<file path="src/hw/fault_regs_pkg.sv">
// package: coprocessor encodings, fields and codes for the fault registers
package fault_regs_pkg;

  // ==========================================================
  // coprocessor register selectors
  // ==========================================================
  localparam logic [3:0] CRN_FAULT_STATUS  = 4'h5;
  localparam logic [3:0] CRN_FAULT_ADDRESS = 4'h6;
  localparam logic [3:0] CRM_PRIMARY       = 4'h0;
  localparam logic [3:0] CRM_AUX           = 4'h1;
  localparam logic [2:0] OP1_ZERO          = 3'h0;
  localparam logic [2:0] OP2_DATA          = 3'h0;
  localparam logic [2:0] OP2_INSTR         = 3'h1;
  localparam logic [2:0] OP2_INSTR_ADDR    = 3'h2;

  // ==========================================================
  // status register fields and reset value
  // ==========================================================
  localparam int          QUAL_BIT       = 12;
  localparam int          FS_HIGH_BIT    = 10;
  localparam logic [31:0] STATUS_MASK    = 32'h0000140F;
  localparam logic [31:0] STATUS_RESET   = 32'h00000000;
  localparam logic [31:0] ADDRESS_RESET  = 32'h00000000;
  localparam logic        QUAL_RESET     = 1'b0;

  // ==========================================================
  // five-bit fault codes (qualifier kept apart)
  // ==========================================================
  localparam logic [4:0] FC_L1_EXT       = 5'h0C;
  localparam logic [4:0] FC_L2_EXT       = 5'h0E;
  localparam logic [4:0] FC_TRANS_SECT   = 5'h05;
  localparam logic [4:0] FC_TRANS_PAGE   = 5'h07;
  localparam logic [4:0] FC_ACC_SECT     = 5'h03;
  localparam logic [4:0] FC_ACC_PAGE     = 5'h06;
  localparam logic [4:0] FC_DOM_SECT     = 5'h09;
  localparam logic [4:0] FC_DOM_PAGE     = 5'h0B;
  localparam logic [4:0] FC_PERM_SECT    = 5'h0D;
  localparam logic [4:0] FC_PERM_PAGE    = 5'h0F;
  localparam logic [4:0] FC_SYNC_EXT     = 5'h08;
  localparam logic [4:0] FC_DEBUG        = 5'h02;

  // fault request vector positions, highest priority first
  localparam int NUM_FAULTS   = 12;
  localparam int FR_L1_EXT     = 0;
  localparam int FR_L2_EXT     = 1;
  localparam int FR_TRANS_SECT = 2;
  localparam int FR_TRANS_PAGE = 3;
  localparam int FR_ACC_SECT   = 4;
  localparam int FR_ACC_PAGE   = 5;
  localparam int FR_DOM_SECT   = 6;
  localparam int FR_DOM_PAGE   = 7;
  localparam int FR_PERM_SECT  = 8;
  localparam int FR_PERM_PAGE  = 9;
  localparam int FR_SYNC_EXT   = 10;
  localparam int FR_DEBUG      = 11;

  // ==========================================================
  // access outcome of a coprocessor request
  // ==========================================================
  typedef enum logic [1:0] {
    ACC_IDLE  = 2'b00,
    ACC_DONE  = 2'b01,
    ACC_UNDEF = 2'b10
  } access_e;

endpackage : fault_regs_pkg

</file>
<file path="src/hw/fault_code_encoder.sv">
// priority encoder from simultaneous fault requests to one fault code
`timescale 1ns/1ps

module fault_code_encoder (
  input  wire logic [fault_regs_pkg::NUM_FAULTS-1:0] faultReq,
  output logic                                       anyFault,
  output logic [4:0]                                 faultCode,
  output logic                                       isExternal
);
  import fault_regs_pkg::*;

  // code table indexed by request position
  function automatic logic [4:0] code_of(input int idx);
    case (idx)
      FR_L1_EXT:     code_of = FC_L1_EXT;      // [RULE_05]
      FR_L2_EXT:     code_of = FC_L2_EXT;      // [RULE_05]
      FR_TRANS_SECT: code_of = FC_TRANS_SECT;  // [RULE_06]
      FR_TRANS_PAGE: code_of = FC_TRANS_PAGE;  // [RULE_06]
      FR_ACC_SECT:   code_of = FC_ACC_SECT;    // [RULE_07]
      FR_ACC_PAGE:   code_of = FC_ACC_PAGE;    // [RULE_07]
      FR_DOM_SECT:   code_of = FC_DOM_SECT;    // [RULE_08]
      FR_DOM_PAGE:   code_of = FC_DOM_PAGE;    // [RULE_08]
      FR_PERM_SECT:  code_of = FC_PERM_SECT;   // [RULE_09]
      FR_PERM_PAGE:  code_of = FC_PERM_PAGE;   // [RULE_09]
      FR_SYNC_EXT:   code_of = FC_SYNC_EXT;    // [RULE_10]
      default:       code_of = FC_DEBUG;       // [RULE_10]
    endcase
  endfunction : code_of

  // lowest index wins; scan from lowest priority upward
  always_comb begin
    anyFault   = |faultReq;
    faultCode  = FC_DEBUG;
    isExternal = 1'b0;
    for (int i = NUM_FAULTS - 1; i >= 0; i--) begin
      if (faultReq[i]) begin
        faultCode  = code_of(i);
        isExternal = (i == FR_L1_EXT) || (i == FR_L2_EXT) ||
                     (i == FR_SYNC_EXT);
      end
    end
  end

endmodule : fault_code_encoder

</file>
<file path="src/hw/fault_status_address_regs.sv">
// fault status and fault address registers behind coprocessor access
// Function
// [RULE_01] status register keeps source of the latest instruction fault
// [RULE_02] bit 12 qualifier: 0 decode error, 1 slave error
// [RULE_03] bit 11 and bits 9..4 read zero
// [RULE_04] fault code is bit 10 with bits 3..0, qualifier in bit 12
// [RULE_05] level-1 then level-2 translation external abort highest
// [RULE_06] then translation faults, section 000101, page 000111
// [RULE_07] then access flag faults, section 000011, page 000110
// [RULE_08] then domain faults, section 001001, page 001011
// [RULE_09] then permission faults, section 001101, page 001111
// [RULE_10] then sync external abort x01000, debug event 000010 last
// [RULE_11] reserved codes never produced
// [RULE_12] qualifier resets to 0
// [RULE_13] read c5 opcode2 1 returns status register
// [RULE_14] write c5 opcode2 1 loads status; software keeps 31..4 zero
// [RULE_15] external abort to monitor updates secure data status copy
// [RULE_16] auxiliary status registers at c5 c1 read zero, ignore writes
// [RULE_17] auxiliary registers shared, not banked
// [RULE_18] data fault captures address into banked data address reg
// [RULE_19] write to data fault address replaces contents
// [RULE_20] prefetch abort captures address into banked instr address reg
// [RULE_21] write to instruction fault address replaces contents
// [RULE_22] registers reachable only in privileged modes
// [RULE_23] unprivileged access raises undefined, leaves contents
`timescale 1ns/1ps

module fault_status_address_regs (
  input  wire logic                                  clk,
  input  wire logic                                  rst_n,
  // coprocessor request, taken on any cycle with cpReq high
  input  wire logic                                  cpReq,
  input  wire logic                                  cpWrite,
  input  wire logic [2:0]                            cpOpc1,
  input  wire logic [3:0]                            cpCrn,
  input  wire logic [3:0]                            cpCrm,
  input  wire logic [2:0]                            cpOpc2,
  input  wire logic [31:0]                           cpWdata,
  input  wire logic                                  privileged,
  input  wire logic                                  nonSecure,
  output logic                                       cpAck,
  output logic                                       cpUndef,
  output logic                                       cpHit,
  output logic [31:0]                                cpRdata,
  // instruction fault report
  input  wire logic                                  instrFaultValid,
  input  wire logic [fault_regs_pkg::NUM_FAULTS-1:0] instrFaultReq,
  input  wire logic                                  instrFaultSlvErr,
  input  wire logic [31:0]                           instrFaultAddr,
  // data fault report
  input  wire logic                                  dataFaultValid,
  input  wire logic [31:0]                           dataFaultAddr,
  input  wire logic [31:0]                           dataFaultStatus,
  // monitor routing of external aborts
  input  wire logic                                  external_abort_to_monitor,
  input  wire logic                                  monitorExtAbort,
  // data status values for the data fault status register owner, and the current bank's instruction status view
  output logic                                       secureDataStatusWe,
  output logic [31:0]                                secureDataStatus,
  output logic [31:0]                                instrStatusView
);
  import fault_regs_pkg::*;

  // ==========================================================
  // request decode
  // ==========================================================
  logic        anyFault;
  logic [4:0]  faultCode;
  logic        isExternal;
  logic [1:0]  bank;
  logic        selInstrStatus;
  logic        selAux;
  logic        selDataAddr;
  logic        selInstrAddr;
  logic        mapped;
  logic        allowed;
  logic        wrInstrStatus;
  logic        wrDataAddr;
  logic        wrInstrAddr;
  logic [31:0] readMux;

  // match a coprocessor register by its four selectors
  function automatic logic cp_match(input logic [3:0] crn,
                                    input logic [3:0] crm,
                                    input logic [2:0] op2);
    cp_match = (cpOpc1 == OP1_ZERO) && (cpCrn == crn) &&
               (cpCrm == crm) && (cpOpc2 == op2);
  endfunction : cp_match

  // place a five-bit code and qualifier into register layout
  function automatic logic [31:0] pack_status(input logic [4:0] code,
                                              input logic       qual);
    logic [31:0] v;
    v = 32'h00000000;
    v[QUAL_BIT]    = qual;
    v[FS_HIGH_BIT] = code[4];
    v[3:0]         = code[3:0];
    pack_status = v;
  endfunction : pack_status

  // bank index: 0 secure, 1 non-secure
  assign bank = {1'b0, nonSecure};

  // register selects; a process, so any selector change redoes the decode
  always_comb begin
    selInstrStatus = cp_match(CRN_FAULT_STATUS, CRM_PRIMARY, OP2_INSTR);
    selAux = cp_match(CRN_FAULT_STATUS, CRM_AUX, OP2_DATA) ||
             cp_match(CRN_FAULT_STATUS, CRM_AUX, OP2_INSTR);  // [RULE_17]
    selDataAddr  = cp_match(CRN_FAULT_ADDRESS, CRM_PRIMARY, OP2_DATA);
    selInstrAddr = cp_match(CRN_FAULT_ADDRESS, CRM_PRIMARY,
                            OP2_INSTR_ADDR);
  end
  assign mapped  = selInstrStatus | selAux | selDataAddr | selInstrAddr;
  // privileged gate on every access
  assign allowed = cpReq & mapped & privileged;               // [RULE_22]

  // write strobes, none in user mode
  assign wrInstrStatus = allowed & cpWrite & selInstrStatus;   // [RULE_23]
  assign wrDataAddr    = allowed & cpWrite & selDataAddr;      // [RULE_23]
  assign wrInstrAddr   = allowed & cpWrite & selInstrAddr;     // [RULE_23]

  // ==========================================================
  // fault code encoder
  // ==========================================================
  fault_code_encoder u_encoder (
    .faultReq   (instrFaultReq),
    .anyFault   (anyFault),
    .faultCode  (faultCode),
    .isExternal (isExternal)
  );

  // ==========================================================
  // banked instruction fault status and fault address registers
  // ==========================================================
  logic [31:0] instrStatus_q [2];
  logic [31:0] dataAddr_q    [2];
  logic [31:0] instrAddr_q   [2];

  genvar b;
  generate
    for (b = 0; b < 2; b++) begin : g_bank
      logic hereWr;
      logic hereFault;
      assign hereWr    = (bank == 2'(b));
      assign hereFault = (bank == 2'(b));

      // status: software write loads it, a fault overrides it
      always_ff @(posedge clk or negedge rst_n) begin
        if (!rst_n) begin
          instrStatus_q[b] <= STATUS_RESET;                    // [RULE_12]
        end else if (instrFaultValid && anyFault && hereFault) begin
          // prioritised code, qualifier only on external aborts
          instrStatus_q[b] <= pack_status(faultCode,
                              isExternal & instrFaultSlvErr);  // [RULE_01] [RULE_02] [RULE_04] [RULE_11]
        end else if (wrInstrStatus && hereWr) begin
          // unimplemented bits are never stored
          instrStatus_q[b] <= cpWdata & STATUS_MASK;           // [RULE_14] [RULE_03]
        end
      end

      // data fault address: capture beats software write
      always_ff @(posedge clk or negedge rst_n) begin
        if (!rst_n) begin
          dataAddr_q[b] <= ADDRESS_RESET;
        end else if (dataFaultValid && hereFault) begin
          dataAddr_q[b] <= dataFaultAddr;                      // [RULE_18]
        end else if (wrDataAddr && hereWr) begin
          dataAddr_q[b] <= cpWdata;                            // [RULE_19]
        end
      end

      // instruction fault address on prefetch abort
      always_ff @(posedge clk or negedge rst_n) begin
        if (!rst_n) begin
          instrAddr_q[b] <= ADDRESS_RESET;
        end else if (instrFaultValid && anyFault && hereFault) begin
          instrAddr_q[b] <= instrFaultAddr;                    // [RULE_20]
        end else if (wrInstrAddr && hereWr) begin
          instrAddr_q[b] <= cpWdata;                           // [RULE_21]
        end
      end
    end
  endgenerate

  // ==========================================================
  // read path
  // ==========================================================
  // read data selection
  always_comb begin
    readMux = 32'h00000000;
    if (selInstrStatus) begin
      readMux = instrStatus_q[nonSecure] & STATUS_MASK;        // [RULE_13] [RULE_03]
    end else if (selAux) begin
      readMux = 32'h00000000;                                  // [RULE_16]
    end else if (selDataAddr) begin
      readMux = dataAddr_q[nonSecure];
    end else if (selInstrAddr) begin
      readMux = instrAddr_q[nonSecure];
    end
  end

  // registered answer one cycle after the request
  access_e result_q;

  always_ff @(posedge clk or negedge rst_n) begin
    if (!rst_n) begin
      result_q <= ACC_IDLE;
    end else if (cpReq && !allowed) begin
      result_q <= ACC_UNDEF;                                   // [RULE_23]
    end else if (allowed) begin
      result_q <= ACC_DONE;
    end else begin
      result_q <= ACC_IDLE;
    end
  end

  // read data register, cleared on refused access
  always_ff @(posedge clk or negedge rst_n) begin
    if (!rst_n) begin
      cpRdata <= 32'h00000000;
    end else if (allowed && !cpWrite) begin
      cpRdata <= readMux;
    end else if (cpReq) begin
      cpRdata <= 32'h00000000;
    end
  end

  // handshake decode
  always_comb begin
    case (result_q)
      ACC_DONE: begin
        cpAck   = 1'b1;
        cpUndef = 1'b0;
      end
      ACC_UNDEF: begin
        cpAck   = 1'b1;
        cpUndef = 1'b1;
      end
      default: begin
        cpAck   = 1'b0;
        cpUndef = 1'b0;
      end
    endcase
  end
  assign cpHit = mapped;

  // ==========================================================
  // monitor routing of external aborts
  // ==========================================================
  always_ff @(posedge clk or negedge rst_n) begin
    if (!rst_n) begin
      secureDataStatusWe <= 1'b0;
      secureDataStatus   <= STATUS_RESET;
    end else begin
      secureDataStatusWe <= external_abort_to_monitor &
                            monitorExtAbort;                   // [RULE_15]
      if (external_abort_to_monitor && monitorExtAbort) begin
        secureDataStatus <= dataFaultStatus;                   // [RULE_15]
      end
    end
  end

  // current bank's status for observers
  always_ff @(posedge clk or negedge rst_n) begin
    if (!rst_n) begin
      instrStatusView <= STATUS_RESET;
    end else begin
      instrStatusView <= instrStatus_q[nonSecure] & STATUS_MASK;
    end
  end

endmodule : fault_status_address_regs

</file>
<file path="config.mk">
export PLATFORM = sky130hd
export DESIGN_NAME = fault_status_address_regs
export DESIGN_NICKNAME = d
export VERILOG_FILES = /design/src/hw/fault_regs_pkg.sv /design/src/hw/fault_code_encoder.sv /design/src/hw/fault_status_address_regs.sv
export SDC_FILE = /design/constraint.sdc
export NUM_CORES = 1
export LEC_CHECK = 0
export BUFFER_PORTS_ARGS = -buffer_cell sky130_fd_sc_hd__buf_2
export CAP_MARGIN = 15
export CORE_ASPECT_RATIO = 1.2
export CORE_MARGIN = 2
export CORE_UTILIZATION = 35
export CTS_BUF_LIST = sky130_fd_sc_hd__clkbuf_16
export CTS_CLUSTER_DIAMETER = 30
export DETAILED_ROUTE_END_ITERATION = 8
export PLACE_DENSITY = 0.59
export SETUP_SLACK_MARGIN = 0.4
export SLEW_MARGIN = 0
export SYNTH_ARGS = -nofsm -noshare
export SYNTH_HDL_FRONTEND = slang
export SYNTH_HIERARCHICAL = 1
export SYNTH_SLANG_ARGS = --single-unit
</file>
<file path="constraint.sdc">
create_clock -name clk -period 6.7 [get_ports clk]
set_input_delay 2.01 -clock clk [delete_from_list [all_inputs] [get_ports clk]]
set_output_delay 2.01 -clock clk [all_outputs]
set_load 0.02 [all_outputs]
</file>
; ---- Word-level counts from Yosys, hierarchy flattened
; Index checks and enable logic that the tools add are counted.
[word_totals]
regBits = 227
out_inout_bits = 100
wordCells = 124
[classes]
magnitude_cmp = 1
eq_ne = 7
mux = 53
bitwise_logic = 12
n_reduce_logical = 40
[op_table]
columns = operator, count
row1 = $mux 32, 20
row2 = $mux 13, 7
row3 = $mux 4, 11
row4 = $logic_and 1x1->1, 24
row5 = $mux 1, 14
row6 = $reduce_bool 2->1, 7
row7 = $reduce_or 12->1, 1
row8 = $and 1x1->1, 8
row9 = $eq 4x3->1 const B, 2
row10 = $logic_not 3->1, 2
row11 = $eq 4x1->1 const B, 1
row12 = $logic_not 4->1, 1
row13 = $eq 3x1->1 const B, 1
row14 = $eq 3x2->1 const B, 1
row15 = $or 1x1->1, 3
row16 = $eq 2x1->1 const B, 1
row17 = $eq 2x2->1 const B, 1
row18 = $ge 2x2->1 const B, 1
row19 = $logic_not 1->1, 2
row20 = $logic_not 2->1, 1
row21 = $mux 2, 1
row22 = $not 1->2, 1
row23 = $reduce_or 2->1, 1
row24 = $logic_or 1x1->1, 1

; ---- Depth between registers and ports, before layout
; Gate-level depths: netlist of run 1.
[logic_depth]
ltp_word = 15
mapped_depth = 8

; ---- Modules after synthesis
; The synthesis of run 1 kept the hierarchy.
[by_module_without_submodules]
columns = mod, instances, cells_per_inst, area_per_inst_um2, seq_area_each_um2
row1 = fault_status_address_regs, 1, 893, 10422.5, 5330.1
row2 = fault_code_encoder, 1, 24, 145.1, 0.0

; ---- Worst setup path after synthesis of run 1
; OpenSTA, ideal clock, no wires.
[synth_path]
path_kind = input -> output
startpoint = in cpOpc2[1]
endpoint = out cpHit
arrival_ns = 3.678
required_time_ns = 4.690
slack_ns = 1.012
path_stages = 4
path_buffers = 1
cell_sequence = clkbuf_1 or3b_2 mux2i_1 nor4b_1
[synth_between]
elab_chain_cells = 6
[synth_lines]
columns = element, line_no
row1 = "start, declared", fault_status_address_regs.sv:37  ; input wire logic [2:0] cpOpc2,
row2 = $eq 3x1->1 / $logic_not 3->1 (equally long branches), fault_status_address_regs.sv:87  ; (cpCrm == crm) && (cpOpc2 == op2);
row3 = $logic_and 1x1->1, fault_status_address_regs.sv:87
row4 = $logic_or 1x1->1, fault_status_address_regs.sv:107  ; selAux = cp_match(CRN_FAULT_STATUS, CRM_AUX, OP2_DATA) ||
row5 = $or 1x1->1 (2 in a row), fault_status_address_regs.sv:113  ; assign mapped = selInstrStatus | selAux | selDataAddr | selInstrAddr;
row6 = $or 1x1->1 (*), fault_status_address_regs.sv:113
row7 = "end, declared", fault_status_address_regs.sv:43  ; output logic cpHit,
; Mark *: on every way between the ends. The rest lies on a longest branch, timed or not.

; ---- Worst setup path after layout of run 1
[layout_path]
startpoint = in cpCrn[1]
endpoint = out cpHit
[layout_between]
elab_chain_cells = 8
[layout_lines]
columns = element, line_no
row1 = "start, declared", fault_status_address_regs.sv:35  ; input wire logic [3:0] cpCrn,
row2 = $eq 4x3->1, fault_status_address_regs.sv:86  ; cp_match = (cpOpc1 == OP1_ZERO) && (cpCrn == crn) &&
row3 = $logic_and 1x1->1 (2 in a row), fault_status_address_regs.sv:86
row4 = $logic_and 1x1->1, fault_status_address_regs.sv:87
row5 = $logic_or 1x1->1, fault_status_address_regs.sv:107
row6 = $or 1x1->1 (2 in a row), fault_status_address_regs.sv:113
row7 = $or 1x1->1 (*), fault_status_address_regs.sv:113
; Marks and branches as above.

==> results.toml, run 1 <==
[detailed_routing]
dr.pass1.iters = 5
dr_wl_met3_mm = 2.274
wirelength_mm = 32.02
wl_met1_mm = 13.20
antenna_left = 0
drcViolationCount = 0
top_layer_used = "met5"
vias = 8470
routedWlPerCell_um = 20.39
drt_iter0_drc = 551
wl_met2_mm = 15.71
via_per_inst = 5.395

[synthesis]
yosysUniqueCellTypes = 52
synth_xor_area_share_pct = 0
synthMuxAreaShare_pct = 10.89
synth_cells = 917
synth_edf_count = 0
synthFlopType = "dfrtp_1"
synthSimpleGateAreaFrac_pct = 11.64
async_flop_share_pct = 100.0
syn_area_sq_um = 10570
synth.avg_cell_area_sq_um = 11.52
synth-compound-area-share_pct = 19.52
synthAdderAreaFrac_pct = 0.1184
ys_warn_count = 6
ys_seq_elements = 213
synth-seq-area-share_pct = 50.44
synth_top_family_by_area = "compound AO/OA/AOI/OAI gates"

[timing]
max_slew.worst_pin.slew_ps = 1120
finalSetupTns_ps = 0
fmax_mhz = 181.7
fin_skew_ps = 11.07
min_period_over_period_pct = 82.14
finalHoldViolCount = 0
drv_slew = 0
relSlewSlack_pct = 24.67
period_needed_ps = 5503
setup_viol = 0
rsz0062_at_grt = "false"
setup_ws_ps = 1197

[cts]
numCtsBuffers = 47
cts.clk_slew.worst_paths_ps = 50
htree_levels = 2
clk_path_buf_depth = 3
root_buffer = "clkbuf_16"
clk_latency_ps = 520
ctsResizeCount = 0
cts_tree = "yes"
cts.sinks = 213
cts_hold_buf = 0
post_cts_buffers = 0

[critical_path]
cp_slowest_stage_delay_ps = 500
worstSetupPathType = "in2out"
cp_num_cells = 5
cp.arrival_ps = 3490
cpMostUsedCell = "buf_2"
crit_family = "simple AND/OR/NAND/NOR gates"
setup.worst_path.start_class = "input port"
path_cells = "buf_2, or3b_2, mux2i_1, nor4b_1, buf_2"
rr_worst_depth = 4
cp-end-kind = "output port"
critPathMaxFanout = 5
cp_slowest_cell = "or3b_2"
cp_num_buf_inv = 2
cp.required_ps = 4690

[global_route]
grt_overflow = 0
grt_pass1_wl_mm = 49.32
grt_pass1_vias = 8616
grt_max_degree = 112
globalRouteTotalUtil_pct = 20.09
antenna_found_initial = 3

[layout]
n_fill_cell = 2844
drive_gt1_share_pct = 44.99
fin_cells = 1570
finalNetCount = 1306
stdcell_area_sq_um = 13610
syn2layout_area_growth_pct = 28.83

[die]
fp.dieW_um = 162.6
dieArea_sq_um = 31600
core_sq_um = 29700
fp-row-count = 69
die_h_um = 194.3
ios = 265
start_util_pct = 35.58

[power]
p_clk_share_pct = 52.6
combPwrFrac_pct = 12.7
power.internal_mw = 3.222
pwr-share-seq_pct = 34.7
power_density_nw_per_um2 = 318.1
leakagePower_nw = 6.033
switching_power_mw = 1.109
irDropWorstVdd_v = 0.0001685
p_sw_share_pct = 25.62

[worst_hold_path]
whs_path_depth = 1
worst_hold_path_type = "reg2reg"

[place]
dp_cells = 1481
place_hpwl_mm = 20.39
place.gp.congestion = 0.7326
portBuffers = 238
detailedPlace.worstSlack_ps = 1196
dpl_cell_area_sq_um = 12020

[outcome]
outcome = "completed"

[job]
cap_violations = 0
-- area by class of cell --
cell class | count | area (sq um) | area share [%]
Clock buffer | 49 | 1226 | 9.007
Inverter | 66 | 247.7 | 1.820
Clock inverter | 38 | 366.6 | 2.693
Timing Repair Buffer | 255 | 1344 | 9.870
Multi-Input combinational cell | 557 | 4607 | 33.84
Sequential cell | 213 | 5330 | 39.15
Tap cell | 390 | 488.0 | 3.584
Antenna cell | 2 | 5.005 | 0.03676
-- layout by cell type, fill, tap and decap left out, types with 3 or more instances in the layout --
master | synthesis | routed
or2_2 | 38 | 38
conb_1 | 2 | 27
mux2_2 | 44 | 44
buf_4 | 28 | 17
nand2b_1 | 33 | 33
a21oi_1 | 9 | 9
a22oi_1 | 64 | 64
dfrtp_1 | 213 | 213
mux2i_1 | 7 | 7
clkinvlp_4 | 0 | 5
clkinv_1 | 0 | 5
inv_6 | 0 | 6
nand4_1 | 3 | 3
nand2_1 | 6 | 6
nor4_1 | 5 | 5
o221a_2 | 70 | 70
nor2_1 | 72 | 72
nand3_2 | 0 | 4
o41ai_1 | 33 | 33
buf_2 | 0 | 236
or3_1 | 36 | 36
clkinv_2 | 0 | 7
o2bb2ai_1 | 7 | 6
clkbuf_16 | 0 | 49
nor3_1 | 3 | 3
bufinv_16 | 0 | 5
o41ai_4 | 3 | 3
clkinv_4 | 0 | 7
o22ai_1 | 32 | 32
mux4_2 | 26 | 26
inv_1 | 66 | 68
nand3_1 | 7 | 3
-- metal layers --
| layer | up-vias | GRT usage, % |
|---|---|---|
| li1 | 3862 | - |
| met1 | 4166 | 26.00 |
| met2 | 376 | 33.54 |
| met3 | 64 | 3.799 |
| met4 | 2 | 7.276 |
| met5 | - | 0 |
-- through the flow --
stage                     hold WS [ps]  power (mW)  util (%)
after detailed placement         486.1       2.077     40.46
after floorplan                  459.8       1.878         -
after global routing             501.5       4.513     45.84
after CTS                        495.9       4.371     45.82
after global placement           481.4       2.065     40.46
final                            494.1       4.331     45.84
-- sequential cells by signal (all words and copies together) (netlist names) --
| name | flops |
|---|---|
| secureDataStatus | 32 |
| instrAddr_q | 64 |
| instrStatus_q | 12 |
| dataAddr_q | 64 |
| result_q | 2 |
| instrStatusView | 6 |
| secureDataStatusWe | 1 |
| cpRdata | 32 |
-- synthesized netlist by cell type (all sizes together) (2+ instances only) --
cell type	count	area [sq um]
o221a	72	810.8
buf	40	277.8
mux2i	7	70.07
conb	2	7.510
nor4b	2	23.77
dfrtp	213	5330
clkbuf	66	247.7
nand4	3	18.77
nand3b	2	15.01
or2	38	237.7
o2bb2ai	7	61.31
a2bb2oi	2	17.52
nand3	7	35.03
and2	2	12.51
or4b	2	23.77
nand2b	33	206.5
nor3	3	15.01
o41ai	36	371.6
nor2	72	270.3
a22oi	64	480.5
inv	66	247.7
nor4	7	56.30
o22ai	32	200.2
or3	36	225.2
o22a	2	17.52
mux4	26	585.6
nand2	6	22.52
a21oi	9	45.04
mux2	44	495.5
-- cell families after synthesis --
| kind of cell | Yosys count |
|---|---|
| flip-flops | 213 |
| adder cells (fa/ha/maj) | 1 |
| buffers and inverters | 172 |
| AND/OR/NAND/NOR | 221 |
| AO/OA/AOI/OAI | 231 |
| multiplexers | 77 |
| other | 2 |
-- worst paths after layout --
check / from / to / slack [ps]
min: instrAddr_q[12] / instrAddr_q[12] / 490
max reg2reg: dataAddr_q[2] / cpRdata[2] / 5500
min in group asynchronous: rst_n / secureDataStatus[16] / 1520
min reg2reg: instrAddr_q[12] / instrAddr_q[12] / 490
max: cpCrn[1] / cpHit / 1200
max in group asynchronous: rst_n / dataAddr_q[10] / 4090
-- power groups by stage --
stage               Combinational (mW)  Clock [mW]  Sequential, mW
finish                           0.551        2.28            1.50
global route                     0.605        2.39            1.52
CTS                              0.558        2.31            1.50
detailed placement               0.556           0            1.52
global placement                 0.548           0            1.52
floorplan                        0.332           0            1.55
(Power assumes the default switching activity.)
==> inputs of run 2 (changes only) <==
--- a/config.mk
+++ b/config.mk
@@ -5,6 +5,7 @@
 export SDC_FILE = /design/constraint.sdc
 export NUM_CORES = 1
 export LEC_CHECK = 0
+export ABC_AREA = 1
 export BUFFER_PORTS_ARGS = -buffer_cell sky130_fd_sc_hd__buf_2
 export CAP_MARGIN = 15
 export CORE_ASPECT_RATIO = 1.2
==> constraint.sdc (replaced) <==
create_clock -name clk -period 5.45 [get_ports clk]
set_input_delay 1.635 -clock clk [delete_from_list [all_inputs] [get_ports clk]]
set_output_delay 1.635 -clock clk [all_outputs]
set_load 0.02 [all_outputs]
==> run 2 against run 1 <==
Effect of this change:
- area after synthesis rose by 10%
- final cell count is 49% higher
- setup slack better by 86 ps
- die area is 9.8% higher
- clock-buffer cell count stayed put
- synthesized cell count is 79% higher
- core utilization decreased by 1.2 points
- critical path type unchanged
- non-clock buffer count did not move
==> results.toml, run 2 <==
[cts]
cts_hold_buf = 0
post_cts_buffers = 0
clk_latency_ps = 550
numCtsBuffers = 49
clk_path_buf_depth = 3
htree_levels = 2
cts_tree = "yes"
cts.clk_slew.worst_paths_ps = 50
cts.sinks = 213
ctsResizeCount = 0
root_buffer = "clkbuf_16"

[synthesis]
synth-compound-area-share_pct = 8.523
synthAdderAreaFrac_pct = 0.1076
synth_cells = 1646
yosysUniqueCellTypes = 29
synthMuxAreaShare_pct = 2.238
synthSimpleGateAreaFrac_pct = 33.95
async_flop_share_pct = 100.0
synth_common_cells = "nand2_1 (790), dfrtp_1 (213), o21ai_0 (193)"
synth_top_family_by_area = "simple AND/OR/NAND/NOR gates"
ys_seq_elements = 213
synthFlopType = "dfrtp_1"
synth_top_cell_by_area = "dfrtp_1"
synth.top_cell.area_share_pct = 45.84
synth_edf_count = 0
synth-seq-area-share_pct = 45.84
synth.avg_cell_area_sq_um = 7.064
synth_most_common_cell = "nand2_1"
ys_warn_count = 6
syn_area_sq_um = 11630
synthTopCellsByArea = "dfrtp_1 (46%), nand2_1 (26%), o21ai_0 (8.3%)"
synth_xor_area_share_pct = 0

[critical_path]
r2r-start = "dataAddr_q[8]"
cp.required_ps = 3820
cp.arrival_ps = 2530
r2r-end = "cpRdata[8]"
setup.worst_path.start_class = "input port"
cp-end-kind = "output port"
r2r_slack_ps = 4380
worstSetupPathType = "in2out"
critPathMaxFanout = 4
rr_worst_depth = 4

[die]
die_h_um = 203.7
core_sq_um = 32970
fp.dieW_um = 170.4
ios = 265
dieArea_sq_um = 34700
start_util_pct = 35.26
fp-row-count = 73

[detailed_routing]
dr.pass1.iters = 5
routedWlPerCell_um = 15.34
wirelength_mm = 35.89
drt_iter0_drc = 694
vias = 11100
drcViolationCount = 0
via_per_inst = 4.745
antenna_left = 0

[place]
portBuffers = 238
detailedPlace.worstSlack_ps = 1247
place.gp.congestion = 0.8392
place_hpwl_mm = 23.41

[global_route]
grt_overflow = 0
grt_max_degree = 128
antenna_found_initial = 1
grt_pass1_wl_mm = 56.12
globalRouteTotalUtil_pct = 20.41
grt_pass1_vias = 10530

[timing]
hold_ws_ps = 465.1
fin_skew_ps = 21.24
max_slew.worst_pin.slew_ps = 1136
relSlewSlack_pct = 24.02
finalHoldViolCount = 0
rsz0062_at_grt = "false"
min_period_over_period_pct = 76.46
setup_ws_ps = 1283
finalSetupTns_ps = 0
setup_viol = 0
drv_slew = 0
period_needed_ps = 4167
fmax_mhz = 240.0

[layout]
finalNetCount = 2017
post-route-util_pct = 44.63
multi_input_area_sq_um = 5345
seq_area_sq_um = 5330
drive_gt1_share_pct = 18.94
mostFrequentLayoutCells = "nand2_1 (783), buf_2 (236), dfrtp_1 (213), o21ai_0 (193), nand3_1 (149)"
layout_commonest_cell = "nand2_1"
antenna_cells = 0
n_fill_cell = 3433
reg_top3 = "dataAddr_q: 64 flops, instrAddr_q: 64 flops"
syn2layout_area_growth_pct = 26.56

[power]
irDropWorstVdd_v = 0.0002480
leakagePower_nw = 8.254
power_density_nw_per_um2 = 384.5
totalPowerFinal_mw = 5.658

[worst_hold_path]
hold_path.startpoint = "dataAddr_q[53]"
worst_hold_path_type = "reg2reg"
whs_endpoint = "dataAddr_q[53]"
whs_path_depth = 2

[job]
cap_violations = 0

[outcome]
outcome = "completed"
run 2: changes by cell type after synthesis, sizes merged, moves of 48 or more:
cell | previous run | this run
nor2 | 72 | 24
nand3 | 7 | 151
a22oi | 64 | 0
nand2 | 6 | 794
o221a | 72 | 0
o21ai | 1 | 194
run 2: worst max-delay path by stage:
stage / endpoint / cells past startpoint / start
after floorplan: cpHit / 5 / cpCrm[3]
after global placement: cpHit / 7 / cpOpc1[1]
after detailed placement: dataAddr_q[29] / 11 / cpCrm[3]
after CTS: cpHit / 7 / cpOpc1[1]
after global routing: cpHit / 7 / cpOpc1[1]
final: cpHit / 7 / cpOpc1[1]
run 2: layout make-up:
cell class	instances	share of cell area [%]
inverters	101	2.585
repair buffers	255	9.132
multi-input cells	1231	36.32
clock inverters	41	3.580
well taps	450	3.826
flip-flops and latches	213	36.22
clock buffers	49	8.333
run 2: worst max-delay path, cell delays in order:
cell and delay, ps:
buf_2 90, nor2_1 90, nand2_1 70, nor2_1 210, nand2_1 140, nand3_2 120
buf_2 170
run 2: kinds of logic (layout without fill, tap and decap cells):
kind of cell,after synthesis,in the layout
AO/OA/AOI/OAI,197,197
adder cells (fa/ha/maj),1,1
buffers and inverters,227,446
flip-flops,213,213
multiplexers,26,26
other,2,27
AND/OR/NAND/NOR,980,980
run 2: metrics by stage:
stage                     cell area, sq um  std cells
after detailed placement             12940       2249
after floorplan                      11720       1671
final                                14720       2340
after CTS                            14700       2339
after global routing                 14720       2340
after global placement               12940       2249
run 2: metal layers:
metal	GRT usage (%)	vias to the layer above	share of wire, %
li1	-	5565	-
met2	35.21	373	48
met5	0	-	0.036
met1	25.95	5094	43
met4	6.960	2	2.5
met3	3.260	69	5.6
run 2: power by group:
part	switching [mW]	internal, mW	total (mW)
logic	0.452	0.234	0.687
clock network	0.953	2.16	3.11
registers	0.0918	1.77	1.86
